`src/rtl/ulm_pkg.sv`:
```
package ulm_pkg;
    // register offsets, byte addresses on the register port
    localparam logic [7:0] LINE_CTRL_OFS  = 8'h0c;
    localparam logic [7:0] MODEM_CTRL_OFS = 8'h10;

    // line_ctrl_reg field positions
    localparam int LCR_DIV_ACCESS_POS = 7;
    localparam int LCR_BREAK_POS      = 6;
    localparam int LCR_EVEN_POS       = 4;
    localparam int LCR_PARITY_POS     = 3;
    localparam int LCR_STOP_POS       = 2;
    localparam int LCR_WIDTH_LSB      = 0;

    // modem_ctrl_reg field positions
    localparam int MCR_IR_POS    = 6;
    localparam int MCR_FLOW_POS  = 5;
    localparam int MCR_LOOP_POS  = 4;
    localparam int MCR_OUT_B_POS = 3;
    localparam int MCR_OUT_A_POS = 2;
    localparam int MCR_RTS_POS   = 1;
    localparam int MCR_DTR_POS   = 0;

    // reset values
    localparam logic [7:0] LCR_RESET = 8'h00;
    localparam logic [6:0] MCR_RESET = 7'h00;

    // timing in 16x baud ticks
    localparam logic [3:0] LAST_TICK       = 4'hf;  // last tick of a bit
    localparam logic [3:0] MID_START_TICK  = 4'h7;  // middle of start bit
    localparam logic [5:0] STOP_ONE_TICKS  = 6'h10; // one stop bit
    localparam logic [5:0] STOP_HALF_TICKS = 6'h18; // one and a half
    localparam logic [5:0] STOP_TWO_TICKS  = 6'h20; // two stop bits
    localparam logic [3:0] SIR_PULSE_TICKS = 4'h3;  // 3/16 bit pulse
    localparam logic [4:0] SIR_HOLD_TICKS  = 5'h10; // decoded zero length

    // serial framer states
    typedef enum logic [2:0] {
        ULM_IDLE   = 3'b000,
        ULM_START  = 3'b001,
        ULM_DATA   = 3'b010,
        ULM_PARITY = 3'b011,
        ULM_STOP   = 3'b100
    } ulm_state_t;
endpackage : ulm_pkg

```
`src/rtl/ulm_cfg_if.sv`:
```
`timescale 1ns/1ps
interface ulm_cfg_if;
    logic [1:0] char_width;     // 00..11 gives 5..8 data bits
    logic       parity_on;      // parity_on_flag
    logic       even_parity;    // parity polarity
    logic       stop_sel;       // stop count select
    logic       send_break;     // break control
    logic       div_access;     // divisor access bit
    logic       ir_on;          // infrared mode
    logic       flow_on;        // automatic flow control
    logic       loop_on;        // loopback
    logic       out_b;          // user_output_b
    logic       out_a;          // user_output_a
    logic       rts_drive;      // request-to-send drive
    logic       dtr_drive;      // terminal ready drive
    logic       busy;           // framer activity

    modport regs (output char_width, parity_on, even_parity, stop_sel, send_break,
                  div_access, ir_on, flow_on, loop_on, out_b, out_a, rts_drive,
                  dtr_drive, input busy);
    modport core (input char_width, parity_on, even_parity, stop_sel, send_break,
                  div_access, ir_on, flow_on, loop_on, out_b, out_a, rts_drive,
                  dtr_drive, output busy);
    modport sir  (input ir_on, loop_on, send_break);
endinterface : ulm_cfg_if

```
`src/rtl/ulm_regs.sv`:
```
`timescale 1ns/1ps
module ulm_regs (
    // clock and reset
    input  wire logic        sys_clk_i,
    input  wire logic        srst_i,
    // register port
    input  wire logic        reg_wr_i,
    input  wire logic        reg_rd_i,
    input  wire logic [7:0]  reg_addr_i,
    input  wire logic [31:0] reg_wdata_i,
    output logic      [31:0] reg_rdata_o,
    // configuration out
    ulm_cfg_if.regs          cfg
);
    logic [7:0] line_ctrl_reg;   // line format
    logic [6:0] modem_ctrl_reg;  // modem control

    // line format register; format fields frozen while busy
    always_ff @(posedge sys_clk_i) begin
        if (srst_i) begin
            line_ctrl_reg <= ulm_pkg::LCR_RESET;
        end else if (reg_wr_i && reg_addr_i == ulm_pkg::LINE_CTRL_OFS) begin
            // break is always writable, a stuck line must be releasable
            line_ctrl_reg[ulm_pkg::LCR_BREAK_POS] <= reg_wdata_i[ulm_pkg::LCR_BREAK_POS];
            if (!cfg.busy) begin
                line_ctrl_reg[ulm_pkg::LCR_DIV_ACCESS_POS] <=
                    reg_wdata_i[ulm_pkg::LCR_DIV_ACCESS_POS];
                line_ctrl_reg[ulm_pkg::LCR_EVEN_POS]   <= reg_wdata_i[ulm_pkg::LCR_EVEN_POS];
                line_ctrl_reg[ulm_pkg::LCR_PARITY_POS] <= reg_wdata_i[ulm_pkg::LCR_PARITY_POS];
                line_ctrl_reg[ulm_pkg::LCR_STOP_POS]   <= reg_wdata_i[ulm_pkg::LCR_STOP_POS];
                line_ctrl_reg[1:0] <= reg_wdata_i[ulm_pkg::LCR_WIDTH_LSB +: 2];
            end
        end
    end

    // modem control register, every bit writable at any time
    always_ff @(posedge sys_clk_i) begin
        if (srst_i) begin
            modem_ctrl_reg <= ulm_pkg::MCR_RESET;
        end else if (reg_wr_i && reg_addr_i == ulm_pkg::MODEM_CTRL_OFS) begin
            modem_ctrl_reg <= reg_wdata_i[6:0];
        end
    end

    // read data, one cycle after the read strobe; reserved bits zero
    always_ff @(posedge sys_clk_i) begin
        if (srst_i) begin
            reg_rdata_o <= 32'h0000_0000;
        end else if (reg_rd_i) begin
            if (reg_addr_i == ulm_pkg::LINE_CTRL_OFS) begin
                reg_rdata_o <= {24'h00_0000, line_ctrl_reg & 8'hdf};
            end else if (reg_addr_i == ulm_pkg::MODEM_CTRL_OFS) begin
                reg_rdata_o <= {25'h000_0000, modem_ctrl_reg};
            end else begin
                reg_rdata_o <= 32'h0000_0000; // unmapped reads zero
            end
        end
    end

    // field fan-out
    assign cfg.char_width  = line_ctrl_reg[1:0];
    assign cfg.stop_sel    = line_ctrl_reg[ulm_pkg::LCR_STOP_POS];
    assign cfg.parity_on   = line_ctrl_reg[ulm_pkg::LCR_PARITY_POS];
    assign cfg.even_parity = line_ctrl_reg[ulm_pkg::LCR_EVEN_POS];
    assign cfg.send_break  = line_ctrl_reg[ulm_pkg::LCR_BREAK_POS];
    assign cfg.div_access  = line_ctrl_reg[ulm_pkg::LCR_DIV_ACCESS_POS];
    assign cfg.ir_on       = modem_ctrl_reg[ulm_pkg::MCR_IR_POS];
    assign cfg.flow_on     = modem_ctrl_reg[ulm_pkg::MCR_FLOW_POS];
    assign cfg.loop_on     = modem_ctrl_reg[ulm_pkg::MCR_LOOP_POS];
    assign cfg.out_b       = modem_ctrl_reg[ulm_pkg::MCR_OUT_B_POS];
    assign cfg.out_a       = modem_ctrl_reg[ulm_pkg::MCR_OUT_A_POS];
    assign cfg.rts_drive   = modem_ctrl_reg[ulm_pkg::MCR_RTS_POS];
    assign cfg.dtr_drive   = modem_ctrl_reg[ulm_pkg::MCR_DTR_POS];
endmodule : ulm_regs

```
`src/rtl/ulm_sir.sv`:
```
`timescale 1ns/1ps
module ulm_sir (
    // clock and reset
    input  wire logic       sys_clk_i,
    input  wire logic       srst_i,
    // timing from the transmitter
    input  wire logic       tick_i,
    input  wire logic [3:0] phase_i,
    input  wire logic       line_i,
    // infrared pins
    input  wire logic       ir_rx_low_i,
    output logic            ir_tx_low_o,
    // decoded receive level
    output logic            ir_line_o,
    // configuration
    ulm_cfg_if.sir          cfg
);
    logic [4:0] hold_cnt;  // ticks left of a decoded zero
    logic       pulse;     // encoder pulse window

    // a zero bit becomes a short pulse at the start of the bit time
    assign pulse = !line_i && (phase_i < ulm_pkg::SIR_PULSE_TICKS);

    // transmit pin, active low
    always_ff @(posedge sys_clk_i) begin
        if (srst_i) begin
            ir_tx_low_o <= 1'b1;
        end else if (cfg.loop_on) begin
            ir_tx_low_o <= !cfg.send_break;
        end else if (cfg.ir_on) begin
            // held break line pulses every bit time
            ir_tx_low_o <= !pulse;
        end else begin
            ir_tx_low_o <= 1'b1;
        end
    end

    // decoder stretches each received pulse to a full zero bit
    always_ff @(posedge sys_clk_i) begin
        if (srst_i) begin
            hold_cnt <= 5'h00;
        end else if (!ir_rx_low_i && cfg.ir_on && !cfg.loop_on) begin
            hold_cnt <= ulm_pkg::SIR_HOLD_TICKS;
        end else if (tick_i && hold_cnt != 5'h00) begin
            hold_cnt <= hold_cnt - 5'h01;
        end
    end

    assign ir_line_o = (hold_cnt == 5'h00);
endmodule : ulm_sir

```
`src/rtl/ulm_core.sv`:
```
`timescale 1ns/1ps
module ulm_core (
    // clock and reset
    input  wire logic        sys_clk_i,
    input  wire logic        srst_i,
    // register port
    input  wire logic        reg_wr_i,
    input  wire logic        reg_rd_i,
    input  wire logic [7:0]  reg_addr_i,
    input  wire logic [31:0] reg_wdata_i,
    output logic      [31:0] reg_rdata_o,
    // 16x baud enable from the divider
    input  wire logic        baud_tick_i,
    // transmit characters
    input  wire logic [7:0]  tx_data_i,
    input  wire logic        tx_valid_i,
    output logic             tx_ready_o,
    // received characters
    output logic      [7:0]  rx_data_o,
    output logic             rx_valid_o,
    output logic             rx_parity_err_o,
    output logic             rx_frame_err_o,
    output logic             rx_break_o,
    input  wire logic        rx_at_trigger_i,
    // serial pins
    output logic             serial_tx_o,
    input  wire logic        serial_rx_i,
    output logic             ir_tx_low_o,
    input  wire logic        ir_rx_low_i,
    // modem pins
    output logic             rts_low_o,
    output logic             dtr_low_o,
    output logic             user_pin_a_low_o,
    output logic             user_pin_b_low_o,
    // status
    output logic             busy_o,
    output logic             div_access_o
);
    ulm_cfg_if cfg ();

    ulm_pkg::ulm_state_t tx_state;   // transmit framer
    ulm_pkg::ulm_state_t rx_state;   // receive framer
    logic [3:0] tx_phase;            // tick within a bit, restarts at each start bit
    logic [2:0] tx_bitn;             // data bit index
    logic [7:0] tx_shift;            // outgoing data
    logic       tx_par;              // running xor of sent bits
    logic [5:0] tx_stop_cnt;         // ticks spent in stop
    logic       tx_line;             // framer output level
    logic       eff_line;            // level after break
    logic [5:0] stop_ticks;          // configured stop length
    logic [2:0] last_bit;            // index of last data bit
    logic [3:0] rx_cnt;              // tick within a bit
    logic [2:0] rx_bitn;             // received bit index
    logic [7:0] rx_shift;            // incoming data
    logic       rx_par;              // running xor of received bits
    logic       rx_par_bad;          // parity mismatch seen
    logic       rx_any_one;          // any one level in the frame
    logic       rx_line;             // selected receive source
    logic       ir_line;             // decoded infrared level
    logic       rts_active;          // request-to-send wanted

    ulm_regs u_regs (
        .sys_clk_i   (sys_clk_i),
        .srst_i      (srst_i),
        .reg_wr_i    (reg_wr_i),
        .reg_rd_i    (reg_rd_i),
        .reg_addr_i  (reg_addr_i),
        .reg_wdata_i (reg_wdata_i),
        .reg_rdata_o (reg_rdata_o),
        .cfg         (cfg)
    );

    ulm_sir u_sir (
        .sys_clk_i   (sys_clk_i),
        .srst_i      (srst_i),
        .tick_i      (baud_tick_i),
        .phase_i     (tx_phase),
        .line_i      (eff_line),
        .ir_rx_low_i (ir_rx_low_i),
        .ir_tx_low_o (ir_tx_low_o),
        .ir_line_o   (ir_line),
        .cfg         (cfg)
    );

    // last data bit index is width code plus four
    assign last_bit = 3'h4 + {1'b0, cfg.char_width};

    // stop length: 1.5 only for five-bit characters
    always_comb begin
        if (!cfg.stop_sel) begin
            stop_ticks = ulm_pkg::STOP_ONE_TICKS;
        end else if (cfg.char_width == 2'h0) begin
            stop_ticks = ulm_pkg::STOP_HALF_TICKS;
        end else begin
            stop_ticks = ulm_pkg::STOP_TWO_TICKS;
        end
    end

    // accept a character only when idle
    assign tx_ready_o = (tx_state == ulm_pkg::ULM_IDLE);

    // phase counter; restarts with each start bit to align bit edges
    always_ff @(posedge sys_clk_i) begin
        if (srst_i) begin
            tx_phase <= 4'h0;
        end else if (tx_valid_i && tx_ready_o) begin
            tx_phase <= 4'h0;
        end else if (baud_tick_i) begin
            tx_phase <= tx_phase + 4'h1;
        end
    end

    // transmit framer: start, data lsb first, parity, stop
    always_ff @(posedge sys_clk_i) begin
        if (srst_i) begin
            tx_state    <= ulm_pkg::ULM_IDLE;
            tx_line     <= 1'b1;
            tx_shift    <= 8'h00;
            tx_bitn     <= 3'h0;
            tx_par      <= 1'b0;
            tx_stop_cnt <= 6'h00;
        end else begin
            case (tx_state)
                ulm_pkg::ULM_IDLE: begin
                    if (tx_valid_i) begin
                        tx_state <= ulm_pkg::ULM_START;
                        tx_shift <= tx_data_i;
                        tx_line  <= 1'b0;
                        tx_bitn  <= 3'h0;
                        tx_par   <= 1'b0;
                    end
                end
                ulm_pkg::ULM_START: begin
                    // first data bit goes out when the start bit ends
                    if (baud_tick_i && tx_phase == ulm_pkg::LAST_TICK) begin
                        tx_state <= ulm_pkg::ULM_DATA;
                        tx_line  <= tx_shift[0];
                        tx_par   <= tx_shift[0];
                        tx_shift <= {1'b0, tx_shift[7:1]};
                    end
                end
                ulm_pkg::ULM_DATA: begin
                    if (baud_tick_i && tx_phase == ulm_pkg::LAST_TICK) begin
                        if (tx_bitn != last_bit) begin
                            tx_bitn  <= tx_bitn + 3'h1;
                            tx_line  <= tx_shift[0];
                            tx_par   <= tx_par ^ tx_shift[0];
                            tx_shift <= {1'b0, tx_shift[7:1]};
                        end else if (cfg.parity_on) begin
                            tx_state <= ulm_pkg::ULM_PARITY;
                            // even polarity makes the total count of ones even
                            tx_line  <= cfg.even_parity ? tx_par : !tx_par;
                        end else begin
                            tx_state    <= ulm_pkg::ULM_STOP;
                            tx_line     <= 1'b1;
                            tx_stop_cnt <= 6'h00;
                        end
                    end
                end
                ulm_pkg::ULM_PARITY: begin
                    if (baud_tick_i && tx_phase == ulm_pkg::LAST_TICK) begin
                        tx_state    <= ulm_pkg::ULM_STOP;
                        tx_line     <= 1'b1;
                        tx_stop_cnt <= 6'h00;
                    end
                end
                ulm_pkg::ULM_STOP: begin
                    // stop length counted in ticks so half bits fit
                    if (baud_tick_i) begin
                        if (tx_stop_cnt == stop_ticks - 6'h01) begin
                            tx_state <= ulm_pkg::ULM_IDLE;
                        end else begin
                            tx_stop_cnt <= tx_stop_cnt + 6'h01;
                        end
                    end
                end
                default: begin
                    tx_state <= ulm_pkg::ULM_IDLE;
                    tx_line  <= 1'b1;
                end
            endcase
        end
    end

    // break forces spacing on the framed level
    assign eff_line = cfg.send_break ? 1'b0 : tx_line;

    // serial pin; idles high in loopback and in infrared mode
    always_ff @(posedge sys_clk_i) begin
        if (srst_i) begin
            serial_tx_o <= 1'b1;
        end else if (cfg.loop_on) begin
            serial_tx_o <= 1'b1;
        end else if (cfg.ir_on) begin
            serial_tx_o <= 1'b1;
        end else begin
            serial_tx_o <= eff_line;
        end
    end

    // receive source: own transmitter, infrared decoder or pin
    always_comb begin
        if (cfg.loop_on) begin
            rx_line = eff_line;
        end else if (cfg.ir_on) begin
            rx_line = ir_line;
        end else begin
            rx_line = serial_rx_i;
        end
    end

    // receive framer; samples at mid bit from the start edge
    always_ff @(posedge sys_clk_i) begin
        if (srst_i) begin
            rx_state   <= ulm_pkg::ULM_IDLE;
            rx_cnt     <= 4'h0;
            rx_bitn    <= 3'h0;
            rx_shift   <= 8'h00;
            rx_par     <= 1'b0;
            rx_par_bad <= 1'b0;
            rx_any_one <= 1'b0;
        end else if (baud_tick_i) begin
            case (rx_state)
                ulm_pkg::ULM_IDLE: begin
                    if (!rx_line) begin
                        rx_state <= ulm_pkg::ULM_START;
                        rx_cnt   <= 4'h0;
                    end
                end
                ulm_pkg::ULM_START: begin
                    // glitch shorter than half a bit is dropped
                    if (rx_cnt == ulm_pkg::MID_START_TICK) begin
                        rx_state   <= rx_line ? ulm_pkg::ULM_IDLE : ulm_pkg::ULM_DATA;
                        rx_cnt     <= 4'h0;
                        rx_bitn    <= 3'h0;
                        rx_par     <= 1'b0;
                        rx_par_bad <= 1'b0;
                        rx_any_one <= 1'b0;
                    end else begin
                        rx_cnt <= rx_cnt + 4'h1;
                    end
                end
                ulm_pkg::ULM_DATA: begin
                    rx_cnt <= rx_cnt + 4'h1;
                    if (rx_cnt == ulm_pkg::LAST_TICK) begin
                        rx_shift   <= {rx_line, rx_shift[7:1]};
                        rx_par     <= rx_par ^ rx_line;
                        rx_any_one <= rx_any_one | rx_line;
                        rx_bitn    <= rx_bitn + 3'h1;
                        if (rx_bitn == last_bit) begin
                            rx_state <= cfg.parity_on ? ulm_pkg::ULM_PARITY
                                                      : ulm_pkg::ULM_STOP;
                        end
                    end
                end
                ulm_pkg::ULM_PARITY: begin
                    rx_cnt <= rx_cnt + 4'h1;
                    if (rx_cnt == ulm_pkg::LAST_TICK) begin
                        rx_state   <= ulm_pkg::ULM_STOP;
                        rx_any_one <= rx_any_one | rx_line;
                        rx_par_bad <= (rx_line != (cfg.even_parity ? rx_par : !rx_par));
                    end
                end
                ulm_pkg::ULM_STOP: begin
                    // only the first stop bit is looked at
                    rx_cnt <= rx_cnt + 4'h1;
                    if (rx_cnt == ulm_pkg::LAST_TICK) begin
                        rx_state <= ulm_pkg::ULM_IDLE;
                    end
                end
                default: begin
                    rx_state <= ulm_pkg::ULM_IDLE;
                end
            endcase
        end
    end

    // character out at the first stop sample
    always_ff @(posedge sys_clk_i) begin
        if (srst_i) begin
            rx_valid_o      <= 1'b0;
            rx_data_o       <= 8'h00;
            rx_parity_err_o <= 1'b0;
            rx_frame_err_o  <= 1'b0;
            rx_break_o      <= 1'b0;
        end else if (baud_tick_i && rx_state == ulm_pkg::ULM_STOP
                     && rx_cnt == ulm_pkg::LAST_TICK) begin
            rx_valid_o      <= 1'b1;
            // short characters were shifted in from the top
            rx_data_o       <= rx_shift >> (2'h3 - cfg.char_width);
            rx_parity_err_o <= rx_par_bad && cfg.parity_on;
            rx_frame_err_o  <= !rx_line;
            rx_break_o      <= !rx_any_one && !rx_line;
        end else begin
            rx_valid_o <= 1'b0;
        end
    end

    // busy while either framer is inside a character
    assign cfg.busy = (tx_state != ulm_pkg::ULM_IDLE) || (rx_state != ulm_pkg::ULM_IDLE);

    // flow control drops the request once the buffer hits its trigger
    assign rts_active = cfg.rts_drive && !(cfg.flow_on && rx_at_trigger_i);

    // modem pins, all active low, registered to avoid glitches
    always_ff @(posedge sys_clk_i) begin
        if (srst_i) begin
            rts_low_o        <= 1'b1;
            dtr_low_o        <= 1'b1;
            user_pin_a_low_o <= 1'b1;
            user_pin_b_low_o <= 1'b1;
        end else begin
            rts_low_o        <= !rts_active;
            dtr_low_o        <= !cfg.dtr_drive;
            user_pin_a_low_o <= !cfg.out_a;
            user_pin_b_low_o <= !cfg.out_b;
        end
    end

    // status outputs
    always_ff @(posedge sys_clk_i) begin
        if (srst_i) begin
            busy_o       <= 1'b0;
            div_access_o <= 1'b0;
        end else begin
            busy_o       <= cfg.busy;
            div_access_o <= cfg.div_access;
        end
    end
endmodule : ulm_core

```
`config.mk`:
```
export PLATFORM = sky130hd
export DESIGN_NAME = ulm_core
export DESIGN_NICKNAME = d
export VERILOG_FILES = /design/src/rtl/ulm_pkg.sv /design/src/rtl/ulm_cfg_if.sv /design/src/rtl/ulm_regs.sv /design/src/rtl/ulm_sir.sv /design/src/rtl/ulm_core.sv
export SDC_FILE = /design/constraint.sdc
export NUM_CORES = 1
export LEC_CHECK = 0
export BUFFER_PORTS_ARGS = -buffer_cell sky130_fd_sc_hd__buf_2
export CORE_UTILIZATION = 51
export CTS_BUF_LIST = sky130_fd_sc_hd__clkbuf_4
export DETAILED_ROUTE_END_ITERATION = 16
export PLACE_DENSITY = 0.77
export SYNTH_ARGS = -nofsm -noshare
export SYNTH_HDL_FRONTEND = slang
export SYNTH_HIERARCHICAL = 1
export SYNTH_SLANG_ARGS = --single-unit
export TNS_END_PERCENT = 20
```
`constraint.sdc`:
```
create_clock -name sys_clk_i -period 2 [get_ports sys_clk_i]
set_clock_uncertainty 0.05 [all_clocks]
set_input_delay 0.6 -clock sys_clk_i [delete_from_list [all_inputs] [get_ports sys_clk_i]]
set_output_delay 0.6 -clock sys_clk_i [all_outputs]
set_load 0.05 [all_outputs]
```
Word level (Yosys, flattened, before mapping):

Index checks and enable logic that the tools add are counted.

* $add $sub $neg: 9
* magnitude comparators: 1
* equal/unequal tests: 34
* shifts and indexed selects: 1
* multiplexer cells: 70
* bitwise gates (word level): 5
* reductions and logical operators: 61

Operator list (number)
* $mux W3: 19
* $mux W6: 8
* $mux W32: 1
* $mux W8: 4
* $ne A2 B2 Y1 const B: 16
* $pmux W3 S5: 2
* $pmux W8 S3: 1
* $reduce_and A7 Y1: 3
* $mux W1: 20
* $pmux W6 S3: 1
* $reduce_and A4 Y1: 4
* $reduce_bool A3 Y1: 5
* $logic_and A1 B1 Y1: 14
* $logic_not A1 Y1: 14
* $eq A3 B2 Y1 const B: 4
* $pmux W3 S2: 2
* $pmux W4 S3: 1
* $mux W5: 2
* $reduce_and A5 Y1: 2
* $reduce_bool A2 Y1: 5
* $add A4 B1 Y4 const B: 2
* $eq A4 B4 Y1 const B: 2
* $eq A8 B4 Y1 const B: 1
* $eq A8 B5 Y1 const B: 1
* other kinds (34): 47

* register bits after elaboration: 118
* input port bits: 57
* output and inout port bits: 53
* logic and storage cells: 214

Longest topological paths before layout:

* depth in word-level cells: 8
* depth in mapped cells: 10
* gate-level depth less buffers: 9

By module:

Netlist, hierarchy kept.

By module, submodules not included
* ulm_core: times used 1, cells each 386, area an instance 3359.5 sq um
* ulm_regs: times used 1, cells each 130, area an instance 1199.9 sq um
* ulm_sir: times used 1, cells each 33, area an instance 286.5 sq um

Least setup slack after synthesis:

OpenSTA, ideal clock, no wires.

* kind: reg-to-reg
* start: register tx_state[2]
* end: register u_regs.line_ctrl_reg[0]
* setup time: 0.072 ns
* data arrival time: 2.150 ns
* data required time: 1.878 ns
* setup slack: -0.271 ns
* cell stages (with the launch flop): 6
* period minus slack after synthesis: 2.271 ns
* cell sequence: dfxtp_1 buf_4 nor3_2 nand2_1 nor4_4 mux2i_1

* word-level cells in the longest chain between the ends: 4

Ends and longest elaborated chain
* start: declaration: line ulm_core.sv:41 `ulm_pkg::ulm_state_t tx_state;`
* start signal: assignment: line ulm_core.sv:116 `tx_state <= ulm_pkg::ULM_IDLE;`
* start signal: assignment: line ulm_core.sv:126 `tx_state <= ulm_pkg::ULM_START;`
* start signal: assignment: line ulm_core.sv:136 `tx_state <= ulm_pkg::ULM_DATA;`
* $reduce_bool A3 Y1: line ulm_core.sv:300 `assign cfg.busy = (tx_state != ulm_pkg::ULM_IDLE) || (rx_state != ulm_pkg::ULM_IDLE);`
* $logic_or A1 B1 Y1: line ulm_core.sv:300
* named net cfg.busy: line ulm_cfg_if.sv:16 `logic busy;`
* $not A1 Y1 (no source line)
* $reduce_and A2 Y1 (no source line)
* end signal: indexed assignment: line ulm_regs.sv:29 `line_ctrl_reg[ulm_pkg::LCR_PARITY_POS] <= reg_wdata_i[ulm_pkg::LCR_PARITY_POS];`
* end signal: indexed assignment: line ulm_regs.sv:30 `line_ctrl_reg[ulm_pkg::LCR_STOP_POS] <= reg_wdata_i[ulm_pkg::LCR_STOP_POS];`
* end signal: assignment: line ulm_regs.sv:31 `line_ctrl_reg[1:0] <= reg_wdata_i[ulm_pkg::LCR_WIDTH_LSB +: 2];`
* end: declaration: line ulm_regs.sv:15 `logic [7:0] line_ctrl_reg;`

The timed path passes the listed nets, and every way through them passes these cells.
A chain may end at the register's enable or synchronous reset.

Worst setup path in the final report:

* start: register u_sir.hold_cnt[1]
* end: register rx_state[1]

* word-level cells in the longest chain between the ends: 6
* elaborated cells between the ends (all ways): 8

Ends and longest elaborated chain
* start: declaration: line ulm_sir.sv:18 `logic [4:0] hold_cnt;`
* start signal: assignment: line ulm_sir.sv:43 `hold_cnt <= ulm_pkg::SIR_HOLD_TICKS;`
* start signal: assignment: line ulm_sir.sv:45 `hold_cnt <= hold_cnt - 5'h01;`
* $logic_not A5 Y1 (*): line ulm_sir.sv:49 `assign ir_line_o = (hold_cnt == 5'h00);`
* named net ir_line: line ulm_core.sv:59 `logic ir_line;`
* $mux W1 (*): line ulm_core.sv:205 `end else if (cfg.ir_on) begin`
* $mux W1 (*): line ulm_core.sv:203 `if (cfg.loop_on) begin`
* $mux W2: line ulm_core.sv:233 `rx_state <= rx_line ? ulm_pkg::ULM_IDLE : ulm_pkg::ULM_DATA;`
* $mux W3: line ulm_core.sv:232 `if (rx_cnt == ulm_pkg::MID_START_TICK) begin`
* $pmux W3 S5: line ulm_core.sv:223 `case (rx_state)`
* end signal: assignment: line ulm_core.sv:215 `rx_state <= ulm_pkg::ULM_IDLE;`
* end signal: assignment: line ulm_core.sv:226 `rx_state <= ulm_pkg::ULM_START;`
* end signal: assignment: line ulm_core.sv:233
* end: declaration: line ulm_core.sv:42 `ulm_pkg::ulm_state_t rx_state;`

The timed path passes the listed nets; every way through them passes the cells marked *. The select of a mux whose other input is x is not followed.

==> results.sh <==
export IMPL_status="finished, violations left"
export IMPL_violations="setup timing"
export IMPL_synthFlopType="dfxtp_1"
export IMPL_ioPinCount=110
export IMPL_fp_coreArea_um2=9240
export IMPL_critPathCaptureType="register"
export IMPL_yosysTopAreaCell="dfxtp_1"
export IMPL_cp_required_ps=2330
export IMPL_die_w_um=99.48
export IMPL_clk_pin_slew_ps=170
export IMPL_grt_pass1_vias=3993
export IMPL_synth_edf_count=0
export IMPL_postRouteAntennaNets=0
export IMPL_start_util_pct=52.44
export IMPL_worstHoldPathType="primary input to register"
export IMPL_cts_tree="built"
export IMPL_antenna_found_initial=0
export IMPL_grt_pass1_wl_mm=17.74
export IMPL_min_from="rx_at_trigger_i"
export IMPL_r2r_start="u_sir/hold_cnt[1]$_SDFFE_PP0P_"
export IMPL_arrival_ps=2600
export IMPL_cts_htree_levels=3
export IMPL_rows=35
export IMPL_cp_start_kind="register"
export IMPL_layout_drive_gt1_share_pct=24.77
export IMPL_place_ws_ps=-235.6
export IMPL_place_gp_congestion=0.8671
export IMPL_crit_type="register to register"
export IMPL_drc=0
export IMPL_hold_depth=3
export IMPL_yosys_warnings=6
export IMPL_grtUsageTotal_pct=21.92
export IMPL_syn_avg_cell_area_um2=8.827
export IMPL_synth_top_cells_by_count="dfxtp_1, nor2_1, mux2i_1"
export IMPL_synth_most_common_cell="dfxtp_1"
export IMPL_grt_start_max_net_pins=22
export IMPL_synth_area_leaders="dfxtp_1, mux2i_1, nand2b_1"
export IMPL_avgRoutedWirePerCell_um=13.67
export IMPL_power_density_nw_per_um2=836.3
export IMPL_dr_pass1_iters=4
export IMPL_die_area_um2=9895
export IMPL_ir_worst_vdd_uv=388.2
export IMPL_numPortBuffers=61
export IMPL_dpl_hpwl_mm=7.800
export IMPL_syn_area_um2=4846
export IMPL_fmax_ghz=0.4416
export IMPL_timing_rr_end="rx_state[1]$_SDFFE_PP0P_"
export IMPL_cts_made_buffers=9
export IMPL_cts_root_buf="clkbuf_4"
export IMPL_period_minus_slack_ps=2265
export IMPL_vias=4168
export IMPL_ys_ff_latch=94
export IMPL_final_setup_worst_slack_ps=-264.6
export IMPL_synth_async_reset_ratio_pct=0
export IMPL_cts_hold_buffers=0
export IMPL_syn_inst=549
export IMPL_clk_latency_ps=460
export IMPL_maxCapViolations=0
export IMPL_p_leak_nw=2.201
export IMPL_synth_top_area_share_pct=38.83
export IMPL_synthToLayoutAreaGrowth_pct=16.89
export IMPL_tightest_slew_ps=505.0
export IMPL_min_to="rts_low_o$_SDFF_PP1_"
export IMPL_reg2reg_depth=9
export IMPL_synth_seq_area_share_pct=38.83
export IMPL_wl_mm=10.54
export IMPL_overflow=0
export IMPL_rsz0062_at_grt="true"
export IMPL_drt_iter0_markers=255
export IMPL_clock_path_buffers=2
export IMPL_insertedDiodeCount=0
export IMPL_synth_cell_types=72
export IMPL_finalHoldViolations=0
export IMPL_final_nets=700
export IMPL_slew_viol_final=0
export IMPL_path_max_fanout=3
export IMPL_reg2reg_slack_ps=-260
export IMPL_cts_sinks=94
export IMPL_relSlewSlack_pct=66.33
export IMPL_fin_crit_sh_pct=113.2
export IMPL_vias_per_cell=5.406
export IMPL_finalSetupTns_ps=-1410
export IMPL_die_y_um=99.48
export IMPL_setup_viol=8
## kinds of logic (layout without fill, tap and decap cells)
| group | Yosys count | count (layout) | share of synthesized area [%] |
|---|---|---|---|
| other cells | 1 | 24 | 0.07739 |
| mux | 48 | 48 | 10.38 |
| simple gates | 203 | 203 | 22.80 |
| xor+xnor | 15 | 15 | 2.711 |
| flops | 94 | 94 | 38.83 |
| buf+inv | 66 | 136 | 7.591 |
| fa+ha+maj | 6 | 6 | 1.549 |
| compound gates | 116 | 116 | 16.06 |
## power by group
part / switching (W) / internal [W]
Clock: 0.000725 / 0.000286
Combinational: 0.000847 / 0.000708
Sequential: 0.000133 / 0.00204
## per-stage QoR
| step | area (um2) | cells | hold slack, ps | util, % | power [W] |
|---|---|---|---|---|---|
| final | 5664 | 771 | 348.4 | 61.30 | 0.004737 |
| after global routing | 5664 | 771 | 334.6 | 61.30 | 0.005006 |
| after CTS | 5620 | 769 | 330.9 | 60.83 | 0.004747 |
| after detailed placement | 5456 | 752 | 337.5 | 59.05 | 0.003672 |
| after global placement | 5456 | 752 | 334.8 | 59.05 | 0.003608 |
| after floorplan | 4951 | 572 | 320.8 | - | 0.003253 |
## layout by cell type (no fill, tap or decap), types with 3 or more instances in the layout
master     n
inv_2      3
nor3_1     7
xor2_1     7
o31a_1     3
nor2b_1    5
o21ai_0   21
clkbuf_4   9
nand3b_1   5
o22a_1     6
a21oi_1   27
or3_1      5
buf_2     60
nand2_1   37
o211ai_1   3
nor3b_1    3
mux2_2     3
nand3_1   17
conb_1    24
dfxtp_1   89
o21ai_1    3
nor2_1    52
inv_1      9
o31ai_1    5
o22ai_1    3
nand2b_1  41
a211oi_1  10
xnor2_1    8
or3b_2     3
dfxtp_2    5
buf_4     44
a31oi_1    4
a21oi_2    3
ha_1       5
mux2i_1   42
nand4_1    5
## metal layers
metal	track usage (%)	vias to the layer above	share of wire (%)
li1	-	2092	-
met1	27.60	1947	45
met2	37.29	114	49
met3	3.443	15	5.0
met4	9.389	0	1.4
met5	0	-	0
## critical path, stage by stage (launching register included)
cell      delay [ps]
dfxtp_2          370
inv_2             40
ha_4             150
or4b_4           200
inv_2             30
mux2_4           240
mux2_4           290
a2111o_1         410
a21oi_2          200
mux2i_1          210
## area by class of cell
class	count	area (um2)
Clock buffer	9	67.56
Clock inverter	7	67.56
Fill cell	759	3576
Inverter	12	45.04
Multi-Input combinational cell	412	2738
Sequential cell	94	1888
Tap cell	129	161.4
Timing Repair Buffer	108	696.9
## what timing repair did
action	CTS	global route
pin swaps	3	6
setup endpoints to repair	10	18
resized for setup	4	12
buffers inserted	1	2
## how the worst max path moves through the flow
| stage | startpoint | to | cells past startpoint |
|---|---|---|---|
| 2_1_floorplan | u_sir/hold_cnt[1]$_SDFFE_PP0P_ | rx_state[2]$_SDFFE_PP0P_ | 9 |
| 3_3_place_gp | u_sir/hold_cnt[1]$_SDFFE_PP0P_ | rx_state[2]$_SDFFE_PP0P_ | 9 |
| 3_5_place_dp | u_sir/hold_cnt[1]$_SDFFE_PP0P_ | rx_state[1]$_SDFFE_PP0P_ | 9 |
| 4_1_cts | u_sir/hold_cnt[1]$_SDFFE_PP0P_ | rx_state[1]$_SDFFE_PP0P_ | 9 |
| 5_1_grt | u_sir/hold_cnt[1]$_SDFFE_PP0P_ | rx_state[1]$_SDFFE_PP0P_ | 9 |
| 6_report | u_sir/hold_cnt[1]$_SDFFE_PP0P_ | rx_state[1]$_SDFFE_PP0P_ | 9 |
Note: power is estimated with default switching activity, not from simulation.
